[config.mk]
export PLATFORM = sky130hd
export DESIGN_NAME = sepc_core
export DESIGN_NICKNAME = d
export VERILOG_FILES = /design/src/verilog/sepc_pkg.sv /design/src/verilog/sepc_sync_if.sv /design/src/verilog/sepc_core.sv /design/src/verilog/sepc_pin_sync.sv
export SDC_FILE = /design/constraint.sdc
export NUM_CORES = 2
export LEC_CHECK = 0
export BUFFER_PORTS_ARGS = -buffer_cell sky130_fd_sc_hd__buf_2
export CAP_MARGIN = 10
export CORE_MARGIN = 2
export CORE_UTILIZATION = 40
export DETAILED_ROUTE_END_ITERATION = 10
export PLACE_DENSITY = 0.66
export SLEW_MARGIN = 25
export SYNTH_ARGS = -nofsm -noshare
export SYNTH_HDL_FRONTEND = slang
export SYNTH_SLANG_ARGS = --single-unit
export TNS_END_PERCENT = 20
[constraint.sdc]
create_clock -name core_clk -period 4.4 [get_ports core_clk]
set_input_delay 0.66 -clock core_clk [delete_from_list [all_inputs] [get_ports core_clk]]
set_output_delay 0.66 -clock core_clk [all_outputs]
set_load 0.01 [all_outputs]
[src/verilog/sepc_pkg.sv]
/*
 package for the serial memory command and protect front end: opcodes,
 status bit positions, protect ranges and cycle counts.
 assumes core_clk at 125 MHz.
*/
package sepc_pkg;
  localparam int CLK_PERIOD_NS = 8;
  localparam int WRITE_CYCLE_US = 5000; // longest self-timed write
  localparam int WRITE_CYCLE_CYC = (WRITE_CYCLE_US * 1000) / CLK_PERIOD_NS;
  // opcodes
  localparam logic [7:0] OP_SET_WRITE_LATCH = 8'h06;
  localparam logic [7:0] OP_CLEAR_WRITE_LATCH = 8'h04;
  localparam logic [7:0] OP_STATUS_READ = 8'h05;
  localparam logic [7:0] OP_STATUS_WRITE = 8'h01;
  localparam logic [7:0] OP_MEM_READ = 8'h03;
  localparam logic [7:0] OP_MEM_WRITE = 8'h02;
  // status bit positions
  localparam int SB_BUSY = 0;
  localparam int SB_WEL = 1;
  localparam int SB_BP0 = 2;
  localparam int SB_BP1 = 3;
  localparam int SB_LOCK = 4;
  localparam int SB_SEL = 6;
  localparam int SB_PPE = 7;
  localparam logic [7:0] STATUS_WR_MASK = 8'hdc; // bits 7,6,4,3,2
  localparam logic [7:0] STATUS_RESET = 8'h00;
  // protect range lower bounds
  localparam logic [14:0] BP_QUARTER = 15'h6000;
  localparam logic [14:0] BP_HALF = 15'h4000;
  localparam int ADDR_BITS = 16;
  localparam int ID_PAGE_BYTES = 64;
  typedef enum logic [2:0] {
    SEPC_IDLE, SEPC_CMD, SEPC_ADDR, SEPC_DATA_IN, SEPC_DATA_OUT, SEPC_IGNORE
  } sepc_phase_t;
endpackage

[src/verilog/sepc_sync_if.sv]
/*
 interface carrying the synchronised pin levels and edge pulses from the
 pin conditioner to the command core.
 assumes both ends run on core_clk.
*/
`timescale 1ns/1ns
`default_nettype none
interface sepc_sync_if;
  logic sck_rise;
  logic sck_fall;
  logic sel_n;
  logic sel_fall;
  logic sel_rise;
  logic sdi;
  logic pause_n;
  logic guard_n;
  modport src (output sck_rise, sck_fall, sel_n, sel_fall, sel_rise, sdi, pause_n, guard_n);
  modport dst (input sck_rise, sck_fall, sel_n, sel_fall, sel_rise, sdi, pause_n, guard_n);
endinterface
`default_nettype wire
[src/verilog/sepc_core.sv]
/*
 serial slave front end of a byte memory: instruction decode, status and
 control register, software and hardware write protection, self-timed
 write cycle, small storage for main array window and identification page.
 assumes an spi host in mode 0 or 3 with sck far slower than core_clk.
*/
// Notes on behaviour
// sample input on rising sck, modes 0 and 3
// shift output bits on falling sck
// deselected: output released, writes still finish
// host frames each transaction with select
// host pauses with pause pin, sck low
// only six opcodes act; others ignored
// 03 memory read, 05 status read
// 02 memory write, 01 status write
// 06 sets write latch, 04 clears
// status bit layout fixed, bit5 zero
// busy bit high during write cycle
// block protect bits select read-only range
// guard low with enable blocks status, protected
// guard high or enable off: no hardware protect
// latch clear rejects every write
// id select routes access, clears after use
// separate 64 byte identification page
// id lock makes page read-only forever
// select and lock together: both unchanged
// power-up write-disabled; protected range refused
// write cycle starts at select rise
// host waits after power before access
// busy: only status read accepted
`timescale 1ns/1ns
`default_nettype none
module sepc_core #(
  parameter int MAIN_WORDS = 64,
  parameter int WRITE_CYC = sepc_pkg::WRITE_CYCLE_CYC
) (
  input wire logic core_clk,
  input wire logic arst_n,
  input wire logic clk_en,
  input wire logic serial_clk,
  input wire logic device_select_n,
  input wire logic serial_in,
  input wire logic pause_input_n,
  input wire logic write_guard_pin_n,
  output logic serial_out,
  output logic serial_out_oe_n,
  output logic [7:0] status_control
);
  import sepc_pkg::*;

  localparam int MW_BITS = $clog2(MAIN_WORDS);
  localparam int IP_BITS = $clog2(ID_PAGE_BYTES);
  localparam int CNT_W = $clog2(WRITE_CYC + 1);

  initial begin
    if (MAIN_WORDS < 2 || MAIN_WORDS > 32768 || WRITE_CYC < 1) begin
      $error("sepc_core: unsupported parameters");
    end
  end

  sepc_sync_if sy ();

  sepc_pin_sync u_sync (
    .core_clk(core_clk),
    .arst_n(arst_n),
    .clk_en(clk_en),
    .pins_in({serial_in, write_guard_pin_n, pause_input_n, device_select_n, serial_clk}),
    .sy(sy)
  );

  typedef struct packed {
    sepc_phase_t phase;
    logic [7:0] cmd;
    logic [7:0] sh;
    logic [4:0] bits;
    logic [15:0] addr;
    logic [7:0] status;
    logic [7:0] wr_data;
    logic [7:0] wr_status;
    logic wr_valid;
    logic wr_is_status;
    logic wr_is_id;
    logic [14:0] wr_addr;
    logic [CNT_W-1:0] busy_cnt;
    logic so;
    logic so_oe_n;
  } sepc_state_t;

  sepc_state_t st_q, st_d;
  logic [7:0] main_mem [MAIN_WORDS];
  logic [7:0] id_mem [ID_PAGE_BYTES];
  logic commit;

  // true when an array address falls in the block-protected range
  function automatic logic in_protected(input logic [1:0] bp, input logic [14:0] a);
    unique case (bp)
      2'b00: in_protected = 1'b0;
      2'b01: in_protected = (a >= BP_QUARTER);
      2'b10: in_protected = (a >= BP_HALF);
      default: in_protected = 1'b1;
    endcase
  endfunction

  // read byte at current pointer, from the page or the array
  function automatic logic [7:0] read_byte(input logic id_sel, input logic [15:0] a);
    if (id_sel) begin
      read_byte = id_mem[a[IP_BITS-1:0]];
    end else begin
      read_byte = main_mem[a[MW_BITS-1:0]];
    end
  endfunction

  logic hw_protect;
  logic busy;
  logic active;
  assign busy = st_q.status[SB_BUSY];
  assign hw_protect = !sy.guard_n && st_q.status[SB_PPE];
  assign active = !sy.sel_n && sy.pause_n;

  // main sequencer: shift in on rise, shift out on fall, commit on select rise
  always_comb begin
    logic [7:0] nb;
    logic [7:0] ns;
    logic [7:0] stat_out;
    nb = {st_q.sh[6:0], sy.sdi};
    ns = st_q.status;
    stat_out = st_q.status;
    commit = 1'b0;
    st_d = st_q;
    // write cycle countdown, runs even when deselected
    if (busy) begin
      if (st_q.busy_cnt <= CNT_W'(1)) begin
        st_d.status[SB_BUSY] = 1'b0;
        st_d.status[SB_WEL] = 1'b0; // back to write-disabled after a write
        st_d.busy_cnt = '0;
      end else begin
        st_d.busy_cnt = st_q.busy_cnt - CNT_W'(1);
      end
    end
    if (sy.sel_n || !sy.pause_n) begin
      st_d.so_oe_n = 1'b1;
    end
    if (sy.sel_fall) begin
      st_d.phase = SEPC_CMD;
      st_d.bits = '0;
      st_d.wr_valid = 1'b0;
    end else if (sy.sel_rise) begin
      st_d.phase = SEPC_IDLE;
      st_d.so_oe_n = 1'b1;
      if (st_q.wr_valid && !busy) begin
        commit = 1'b1;
        st_d.status[SB_BUSY] = 1'b1;
        st_d.busy_cnt = CNT_W'(WRITE_CYC);
        if (st_q.wr_is_status) begin
          ns = (st_q.status & ~STATUS_WR_MASK) | (st_q.wr_status & STATUS_WR_MASK);
          if (st_q.wr_status[SB_SEL] && st_q.wr_status[SB_LOCK]) begin
            ns[SB_SEL] = st_q.status[SB_SEL];
            ns[SB_LOCK] = st_q.status[SB_LOCK];
          end
          ns[SB_LOCK] = ns[SB_LOCK] | st_q.status[SB_LOCK];
          st_d.status[7:2] = ns[7:2];
        end else begin
          st_d.status[SB_SEL] = 1'b0;
        end
      end
    end else if (active && sy.sck_rise) begin
      st_d.sh = nb;
      st_d.bits = st_q.bits + 5'd1;
      unique case (st_q.phase)
        SEPC_CMD: begin
          if (st_q.bits == 5'd7) begin
            st_d.cmd = nb;
            st_d.bits = '0;
            st_d.phase = SEPC_IGNORE;
            if (busy && nb != OP_STATUS_READ) begin
              st_d.phase = SEPC_IGNORE;
            end else begin
              unique case (nb)
                OP_SET_WRITE_LATCH: st_d.status[SB_WEL] = 1'b1;
                OP_CLEAR_WRITE_LATCH: st_d.status[SB_WEL] = 1'b0;
                OP_STATUS_READ: st_d.phase = SEPC_DATA_OUT;
                OP_MEM_READ: st_d.phase = SEPC_ADDR;
                OP_MEM_WRITE: st_d.phase = SEPC_ADDR;
                OP_STATUS_WRITE: st_d.phase = SEPC_DATA_IN;
                default: st_d.phase = SEPC_IGNORE;
              endcase
            end
          end
        end
        SEPC_ADDR: begin
          st_d.addr = {st_q.addr[14:0], sy.sdi};
          if (st_q.bits == 5'd15) begin
            st_d.bits = '0;
            st_d.phase = (st_q.cmd == OP_MEM_READ) ? SEPC_DATA_OUT : SEPC_DATA_IN;
          end
        end
        SEPC_DATA_IN: begin
          if (st_q.bits == 5'd7) begin
            st_d.bits = '0;
            st_d.addr = st_q.addr + 16'd1;
            if (st_q.cmd == OP_STATUS_WRITE) begin
              st_d.wr_status = nb;

              st_d.wr_valid = st_q.status[SB_WEL] && !hw_protect;
              st_d.wr_is_status = 1'b1;
            end else begin
              st_d.wr_data = nb;
              st_d.wr_addr = st_q.addr[14:0];
              st_d.wr_is_status = 1'b0;
              st_d.wr_is_id = st_q.status[SB_SEL];
              st_d.wr_valid = st_q.status[SB_WEL]
                && !in_protected(st_q.status[SB_BP1:SB_BP0], st_q.addr[14:0])
                && !(st_q.status[SB_SEL] && st_q.status[SB_LOCK]);
            end
          end
        end
        SEPC_DATA_OUT: begin
          // the outgoing byte moves only on falls; rises must leave it alone
          st_d.sh = st_q.sh;
          st_d.bits = st_q.bits;
        end
        default: ;
      endcase
    end else if (active && sy.sck_fall && st_q.phase == SEPC_DATA_OUT) begin
      st_d.so_oe_n = 1'b0;
      if (busy) begin
        stat_out = 8'hff;
      end
      if (st_q.bits == 5'd0 || (st_q.bits == 5'd8)) begin
        st_d.sh = (st_q.cmd == OP_STATUS_READ) ? stat_out
          : read_byte(st_q.status[SB_SEL], st_q.addr);
        st_d.so = st_d.sh[7];
        if (st_q.cmd == OP_MEM_READ && st_q.bits == 5'd8) begin
          st_d.addr = st_q.addr + 16'd1;
          st_d.sh = read_byte(st_q.status[SB_SEL], st_q.addr + 16'd1);
          st_d.so = st_d.sh[7];
        end
        st_d.bits = 5'd1;
      end else begin
        st_d.so = st_q.sh[7 - st_q.bits[2:0]];
        st_d.bits = st_q.bits + 5'd1;
      end
    end
    // clear select bit after a completed read frame
    if (sy.sel_rise && st_q.cmd == OP_MEM_READ && st_q.phase == SEPC_DATA_OUT) begin
      st_d.status[SB_SEL] = 1'b0;
    end
    st_d.status[5] = 1'b0;
  end

  always_ff @(posedge core_clk or negedge arst_n) begin
    if (!arst_n) begin
      st_q <= '{phase: SEPC_IDLE, status: STATUS_RESET, so_oe_n: 1'b1, default: '0};
    end else if (clk_en) begin
      st_q <= st_d;
    end
  end

  // storage update on commit; the page and array are separate
  always_ff @(posedge core_clk) begin
    if (clk_en && commit && !st_q.wr_is_status) begin
      if (st_q.wr_is_id) begin
        id_mem[st_q.wr_addr[IP_BITS-1:0]] <= st_q.wr_data;
      end else begin
        main_mem[st_q.wr_addr[MW_BITS-1:0]] <= st_q.wr_data;
      end
    end
  end

  assign serial_out = st_q.so;
  assign serial_out_oe_n = st_q.so_oe_n;
  assign status_control = st_q.status;

  a_deselect_release: assert property (@(posedge core_clk) disable iff (!arst_n)
    clk_en && sy.sel_n |=> serial_out_oe_n) else $error("output driven while deselected");
  a_busy_set_commit: assert property (@(posedge core_clk) disable iff (!arst_n)
    commit |=> status_control[SB_BUSY]) else $error("busy not set at commit");
  a_commit_on_rise: assert property (@(posedge core_clk) disable iff (!arst_n)
    commit |-> sy.sel_rise) else $error("write started without select rise");
  a_commit_needs_wel: assert property (@(posedge core_clk) disable iff (!arst_n)
    commit |-> $past(status_control[SB_WEL]) || status_control[SB_WEL])
    else $error("write accepted with latch clear");
  a_bit5_zero: assert property (@(posedge core_clk) disable iff (!arst_n)
    status_control[5] == 1'b0) else $error("status bit 5 not zero");
  a_lock_sticky: assert property (@(posedge core_clk) disable iff (!arst_n)
    $past(status_control[SB_LOCK]) |-> status_control[SB_LOCK])
    else $error("id lock cleared");
  a_wel_set_cmd: assert property (@(posedge core_clk) disable iff (!arst_n)
    clk_en && st_q.phase == SEPC_CMD && sy.sck_rise && !sy.sel_fall && !sy.sel_rise
    && active && st_q.bits == 5'd7 && !busy && st_d.cmd == OP_SET_WRITE_LATCH
    |=> status_control[SB_WEL]) else $error("latch not set");
  a_busy_ignores: assert property (@(posedge core_clk) disable iff (!arst_n)
    clk_en && busy && st_q.phase == SEPC_CMD && sy.sck_rise && active && st_q.bits == 5'd7
    && !sy.sel_rise && st_d.cmd != OP_STATUS_READ |=> st_q.phase == SEPC_IGNORE)
    else $error("command taken while busy");
endmodule
`default_nettype wire

[src/verilog/sepc_pin_sync.sv]
/*
 pin conditioner: three-flop synchronisers on every pin; a level changes
 when the second and third flops agree, edges come from that level.
 assumes pins are asynchronous to core_clk.
*/
`timescale 1ns/1ns
`default_nettype none
module sepc_pin_sync (
  input wire logic core_clk,
  input wire logic arst_n,
  input wire logic clk_en,
  input wire logic [4:0] pins_in,
  sepc_sync_if.src sy
);
  typedef struct packed {
    logic [4:0] s1;
    logic [4:0] s2;
    logic [4:0] s3;
    logic [4:0] lvl;
  } sepc_sync_state_t;
  sepc_sync_state_t st_q, st_d;
  localparam logic [4:0] LVL_RESET = 5'h1e; // sel, pause, guard idle high; sck low

  // shift chain; level follows only when stage two and three agree
  always_comb begin
    st_d = st_q;
    st_d.s1 = pins_in;
    st_d.s2 = st_q.s1;
    st_d.s3 = st_q.s2;
    for (int i = 0; i < 5; i++) begin
      if (st_q.s2[i] == st_q.s3[i]) begin
        st_d.lvl[i] = st_q.s3[i];
      end
    end
  end

  always_ff @(posedge core_clk or negedge arst_n) begin
    if (!arst_n) begin
      st_q <= {LVL_RESET, LVL_RESET, LVL_RESET, LVL_RESET};
    end else if (clk_en) begin
      st_q <= st_d;
    end
  end

  // pin order: 0 sck, 1 sel_n, 2 pause_n, 3 guard_n, 4 sdi
  assign sy.sck_rise = clk_en && st_d.lvl[0] && !st_q.lvl[0];
  assign sy.sck_fall = clk_en && !st_d.lvl[0] && st_q.lvl[0];
  assign sy.sel_fall = clk_en && !st_d.lvl[1] && st_q.lvl[1];
  assign sy.sel_rise = clk_en && st_d.lvl[1] && !st_q.lvl[1];
  assign sy.sel_n = st_q.lvl[1];
  assign sy.pause_n = st_q.lvl[2];
  assign sy.guard_n = st_q.lvl[3];
  assign sy.sdi = st_q.lvl[4];
endmodule
`default_nettype wire

Yosys cells after proc, flatten, opt, wreduce, memory -nomap -nowiden

Memories as Yosys holds them, arrays and structs flattened.
Cells that the tools add are included.

Register bits: 123
Bits in latches: 0
Bits in writable memories: 1024
ROM bits: 0
Output and inout port bits: 10
Memories: 2

Add/subtract/negate cells: 4
$mul: 0
Divide/modulo/power cells: 0
Order comparisons: 4
Eq/ne operators: 34
Shifts and indexed selects: 0
Mux-type cells: 96
Bitwise operators: 6
Reduce and logical (&&, ||, !) cells: 67

Memories:

| name     | words | bits a word | rd ports | clocked after Yosys merged registers in | wr ports | line            | text |
|---|---|---|---|---|---|---|---|
| id_mem   | 64    | 8           | 2        | 0                                       | 1        | sepc_core.sv:91 | `logic [7:0] id_mem [ID_PAGE_BYTES];` |
| main_mem | 64    | 8           | 2        | 0                                       | 1        | sepc_core.sv:90 | `logic [7:0] main_mem [MAIN_WORDS];` |

Operators by type and width:

| cell                                                        | number |
|---|---|
| 2-to-1 mux 34 bit                                           | 4 |
| 2-to-1 mux 20 bit                                           | 4 |
| 2-to-1 mux 8 bit                                            | 10 |
| 2-to-1 mux 11 bit                                           | 6 |
| 2-to-1 mux 29 bit                                           | 2 |
| 2-to-1 mux 16 bit                                           | 3 |
| 2-to-1 mux 21 bit                                           | 2 |
| 2-to-1 mux 1 bit                                            | 39 |
| == test 8 x 3 -> 1 bit, second input constant               | 4 |
| less-than comparator 32 x 4 -> 1 bit, second input constant | 1 |
| case mux 16 bit (2 select lines)                            | 1 |
| greater-or-equal comparator 15 bit, second input constant   | 2 |
| 2-to-1 mux 5 bit                                            | 6 |
| logical AND 1 bit                                           | 25 |
| AND reduction 5 bit                                         | 5 |
| == test 8 x 2 -> 1 bit, second input constant               | 3 |
| 2-to-1 mux 23 bit                                           | 1 |
| 2-to-1 mux 22 bit                                           | 1 |
| <= comparator 20 x 1 -> 1 bit, second input constant        | 1 |
| case mux 5 bit (4 select lines)                             | 1 |
| subtractor 20 x 1 -> 20 bit, second input constant          | 1 |
| AND reduction 6 bit                                         | 3 |
| adder 16 x 1 -> 16 bit, second input constant               | 1 |
| == test 8 x 1 -> 1 bit, second input constant               | 2 |
| 41 further kinds                                            | 83 |

Depth between registers and ports, before layout

Depth in word-level cells: 18
Gate-level depth with buffers: 19
Gate-level depth less buffers: 10

By module

A second synthesis with hierarchy kept.

Cell total of the unflattened synthesis: 3370
Area, all modules: 55101.6 um^2

By module, submodules not included:

| module        | times used | cells each | area each (um^2) | seq. area each (um^2) |
|---|---|---|---|---|
| sepc_core     | 1          | 3307       | 54203.2          | 33002.9 |
| sepc_pin_sync | 1          | 63         | 898.4            | 520.5 |

Worst setup path after synthesis

No wires, ideal clock.

Path type: reg2reg
From: register st_q[64] in the netlist's numbering
To: register st_q[87] in the netlist's numbering
Setup time: 0.131 ns
Arrival: 3.918 ns
Required time: 4.269 ns
Path slack: 0.350 ns
Cell stages (with the launch flop): 20
Path buffers: 10
Cell sequence: dfrtp_1 > buf_6 > buf_6 > buf_6 > buf_2 > inv_1 > buf_2 > ha_1 > buf_4 > buf_4 > buf_6 > buf_2 > buf_4 > mux4_2 > nand2_1 > nand3_1 > a311oi_1 > o21ai_0 > a21oi_1 > o41ai_1

Word-level cells in the longest chain between the ends: 7

Ends and longest elaborated chain:

| what                                                 | line                               | text |
|---|---|---|
| from (decl)                                          | sepc_core.sv:89                    | `sepc_state_t st_q, st_d;` |
| from (signal assigned)                               | sepc_core.sv:255                   | `st_q <= st_d;` |
| adder 16 x 1 -> 16 bit, or another cell as far along | sepc_core.sv:235                   | `st_d.sh = read_byte(st_q.status[SB_SEL], st_q.addr + 16'd1);` |
| memory (64 x 8 bit), or another cell as far along    | n/a                                |  |
| 2-to-1 mux 8 bit, on equally long branches           | sepc_core.sv:106, sepc_core.sv:230 |  |
| 2-to-1 mux 8 bit *                                   | sepc_core.sv:233                   | `if (st_q.cmd == OP_MEM_READ && st_q.bits == 5'd8) begin` |
| 2-to-1 mux 8 bit *                                   | sepc_core.sv:229                   | `if (st_q.bits == 5'd0 \|\| (st_q.bits == 5'd8)) begin` |
| 2-to-1 mux 29 bit *                                  | sepc_core.sv:224                   | `end else if (active && sy.sck_fall && st_q.phase == SEPC_DATA_OUT) begin` |
| 2-to-1 mux 29 bit *                                  | sepc_core.sv:166                   | `end else if (active && sy.sck_rise) begin` |

Mark *: on every way between the ends. The rest lies on a longest branch, timed or not. The select of a mux whose other input is x is not followed.
A chain may end at the register's enable or synchronous reset.

Final worst setup path

From: register st_q[64] in the netlist's numbering
To: register st_q[86] in the netlist's numbering

Same word-level chain as after synthesis.

==> results.md <==
* Status: completed
* Initial core utilization at 40.26%
* Io pins at 18
* Clock tree buffer depth at 3
* Area of the multi-input gates at 19,530 sq um
* Core area at 135,300 sq um
* Worst skew pair latency at 0.75 ns
* Die W at 373.0 microns
* Syn Inst Count at 3,252
* CTS Buf Count at 115
* DR DRC count at 0
* Worst path slowest cell: o311ai_1
* Relative slew slack at 25.11%
* Tot Pwr at 26.89 mW
* Worst-Margin Slew at 1.113 ns
* Detail Route Antenna Nets at 0
* Period utilization at 91.31%
* Final hold viol count at 0
* Die area at 139,100 sq um
* Clock slew at reported path FFs at 0.07 ns
* Number of diodes at 0
* Hold WS at 0.1520 ns
* IO Port Bufs at 16
* Hold Crit Class: input port to flop
* Worst Path Arrival at 4.63 ns
* FMAX at 248.9 MHz
* Pin count of the biggest net entering global routing at 125
* Simple-gate portion of the synthesized area at 6.907%
* Row cnt at 135
* Critical path launch point type: flop
* Clock root buffer: clkbuf_16
* Detailed-route via count at 34,050
* Overflow after GRT at 0
* Layout Skew at 0.03203 ns
* FF/Latch Area at 33,570 sq um
* Htree depth at 3
* Layout cell share with drive strength beyond 1 at 31.18%
* Post-synth EDFFs at 1,024
* PwrDens at 434.5 nW/um^2
* Post-CTS Resized at 0
* XOR/XNOR Fraction of Synth Area at 0.2573%
* Commonest non-fill, non-tap cell in the layout: edfxtp_1
* Pleak at 20.17 nW
* Critical path depth at 9
* Async set-reset flop share out of synthesis at 9.700%
* Placed wire-length estimate at 111,400 microns
* Final Net Count at 3,434
* Min cycle time layout at 4.018 ns
* Ys Warns at 0
* Sink Count at 1,134
* Kind of critical path: flop to flop
* Wire per inst at 31.32 microns
* Global-route wire length before repair at 240,100 microns
* Vias in the first global route at 32,840
* Synth Register Bits at 1,134
* Worst reg-to-reg setup slack at 0.38 ns
* Setup TNS at 0 ns
* Worst Setup EP: st_q[86]
* Top_reg_cell synth: edfxtp_1
* Combinational family with the most area after synthesis: multiplexers
* Worst flop-to-flop path startpoint: st_q[64]
* Adder-Cell Fraction of Synth Area at 0.1838%
* Part of the Yosys area used for sequential elements at 61.54%
* Mapped Area at 54,470 sq um
* # setup viols final at 0
* RSZ-0062 raised after global routing: false
* Synth Area in Compound Gates at 4.532%
* Max Cap Viol at 0
* Netlist cell types at 79
* CP top delay family: compound AO/OA/AOI/OAI gates
* R2R Path End: st_q[86]
* Initial drt markers at 5,030
* Nature of the critical path endpoint: flop
* Crit-path max FO at 56
* Worst vdd ir at 0.0004127 V
* 1st-pass router iterations at 7
* Max stage delay on crit path at 0.70 ns
* Source of the critical timing path: st_q[64]
* Fill cells at 11,470
* Post-synthesis mux area share at 23.80%
* CP Buf/Inv Count at 2
* Critical path data required time at 5.01 ns
* Initial antenna violation count at 2
* Total global-route track usage at 23.65%
* Synth-to-layout area growth at 13.59%
* Post-Syn Nets at 3,268
* Most frequent cells in the layout: 1,024 x edfxtp_1, 519 x mux4_2, 328 x nand2_1
* Max-slew violation count at 0
* Die height at 373.0 microns
* Vias per cell at 6.430
* GPL Wtd Cong at 1.019
* TritonCTS clock tree: built
* Final wirelength at 165,900 microns
* Crit-path cells: buf_4 > buf_12 > mux4_2 > mux2_2 > o311ai_1 > a31oi_1 > nand3_1 > a311oi_1 > or3b_1
* Mean area per synthesized cell at 16.75 sq um
* Min-delay src: write_guard_pin_n
* FF-to-FF path depth at 9
## worst min-delay path by stage
| stage | cells past startpoint | endpoint | slack (ns) |
|---|---|---|---|
| floorplan | 0 | serial_out | 0.36 |
| finish | 2 | u_sync.st_d[13] | 0.15 |
| CTS | 2 | u_sync.st_d[14] | 0.12 |
| detailed placement | 2 | st_q[47] | 0.48 |
| global placement | 2 | st_q[100] | 0.46 |
| global route | 2 | u_sync.st_d[13] | 0.13 |
## kinds of logic after synthesis
family / Yosys count
AO/OA/AOI/OAI: 358
XOR/XNOR: 16
adder cells (fa/ha/maj): 8
buffers and inverters: 272
flip-flops: 1134
multiplexers: 640
other: 1
AND/OR/NAND/NOR: 823
## power breakdown
part	switching (mW)	internal [mW]	total (mW)
clock network	4.22	5.92	10.1
registers	0.215	11.7	11.9
logic	2.66	2.18	4.84
## state kept, by name (all words and copies together), names as in the netlist
register and flops:
main_mem 512, u_sync.st_d 10, st_q 81, u_sync.sy.sel_n 1
u_sync.st_q 6, serial_out_oe_n 1, serial_out 1, u_sync.sy.pause_n 1
status_control 7, u_sync.sy.guard_n 1, u_sync.sy.sdi 1, id_mem 512
## cells in the mapped netlist (7+ instances only)
| library cell | number | area, sq um |
|---|---|---|
| o21ai_0 | 74 | 370.4 |
| nor4_1 | 13 | 81.33 |
| o22ai_1 | 7 | 43.79 |
| nor3_1 | 27 | 135.1 |
| nand2b_1 | 15 | 93.84 |
| dfstp_2 | 17 | 446.7 |
| nor2_1 | 210 | 788.3 |
| clkbuf_1 | 79 | 296.5 |
| xnor2_1 | 11 | 96.34 |
| edfxtp_1 | 1024 | 30750 |
| and2_1 | 16 | 100.1 |
| nand4_1 | 18 | 112.6 |
| mux4_2 | 519 | 11690 |
| a22o_1 | 8 | 70.07 |
| and3_1 | 39 | 244.0 |
| a211oi_1 | 12 | 90.09 |
| a31oi_1 | 29 | 181.4 |
| a221oi_1 | 10 | 87.58 |
| o31ai_1 | 7 | 52.55 |
| nor2b_1 | 16 | 100.1 |
| a311oi_1 | 41 | 359.1 |
| dfrtp_1 | 93 | 2327 |
| inv_1 | 21 | 78.83 |
| o211ai_1 | 10 | 75.07 |
| buf_2 | 59 | 295.3 |
| ha_1 | 8 | 100.1 |
| nand2_1 | 329 | 1235 |
| or2_2 | 7 | 43.79 |
| mux2i_1 | 68 | 680.7 |
| buf_4 | 70 | 525.5 |
| a22oi_1 | 47 | 352.8 |
| buf_6 | 17 | 191.4 |
| nor3b_1 | 11 | 82.58 |
| a2111oi_0 | 8 | 70.07 |
| nand3_1 | 82 | 410.4 |
| buf_1 | 22 | 82.58 |
| a21oi_1 | 51 | 255.2 |
| mux2_2 | 53 | 596.8 |
## layer usage
metal  up-vias  wire length (microns)  GRT usage [%]
li1      13690                      -              -
met4         4                   8355          10.38
met2      2295                  74350          35.14
met1     17630                  62520          32.55
met5         -                     27              0
met3       436                  20640          6.654
## cell type report
cell class              count  area share [%]
flip-flops and latches   1134           54.25
multi-input cells        1846           31.57
clock buffers             130           4.776
repair buffers            298           4.186
well taps                1781           3.601
clock inverters            84           1.476
inverters                  23          0.1395
## repair_timing
action                    4_1_cts  5_1_grt
hold endpoints to repair       37        0
hold buffers                    1        0
setup buffers                   0        0
## stage by stage
stage	util, %	area (sq um)	std cells	setup slack [ns]
after global placement	42.74	57830	5075	0.4736
after floorplan	-	54470	3252	0.3504
after global routing	45.73	61870	5296	0.2909
after CTS	45.64	61740	5291	0.3969
final	45.73	61870	5296	0.3823
after detailed placement	42.77	57870	5076	0.4372
Note: power is estimated with default switching activity, not from simulation.
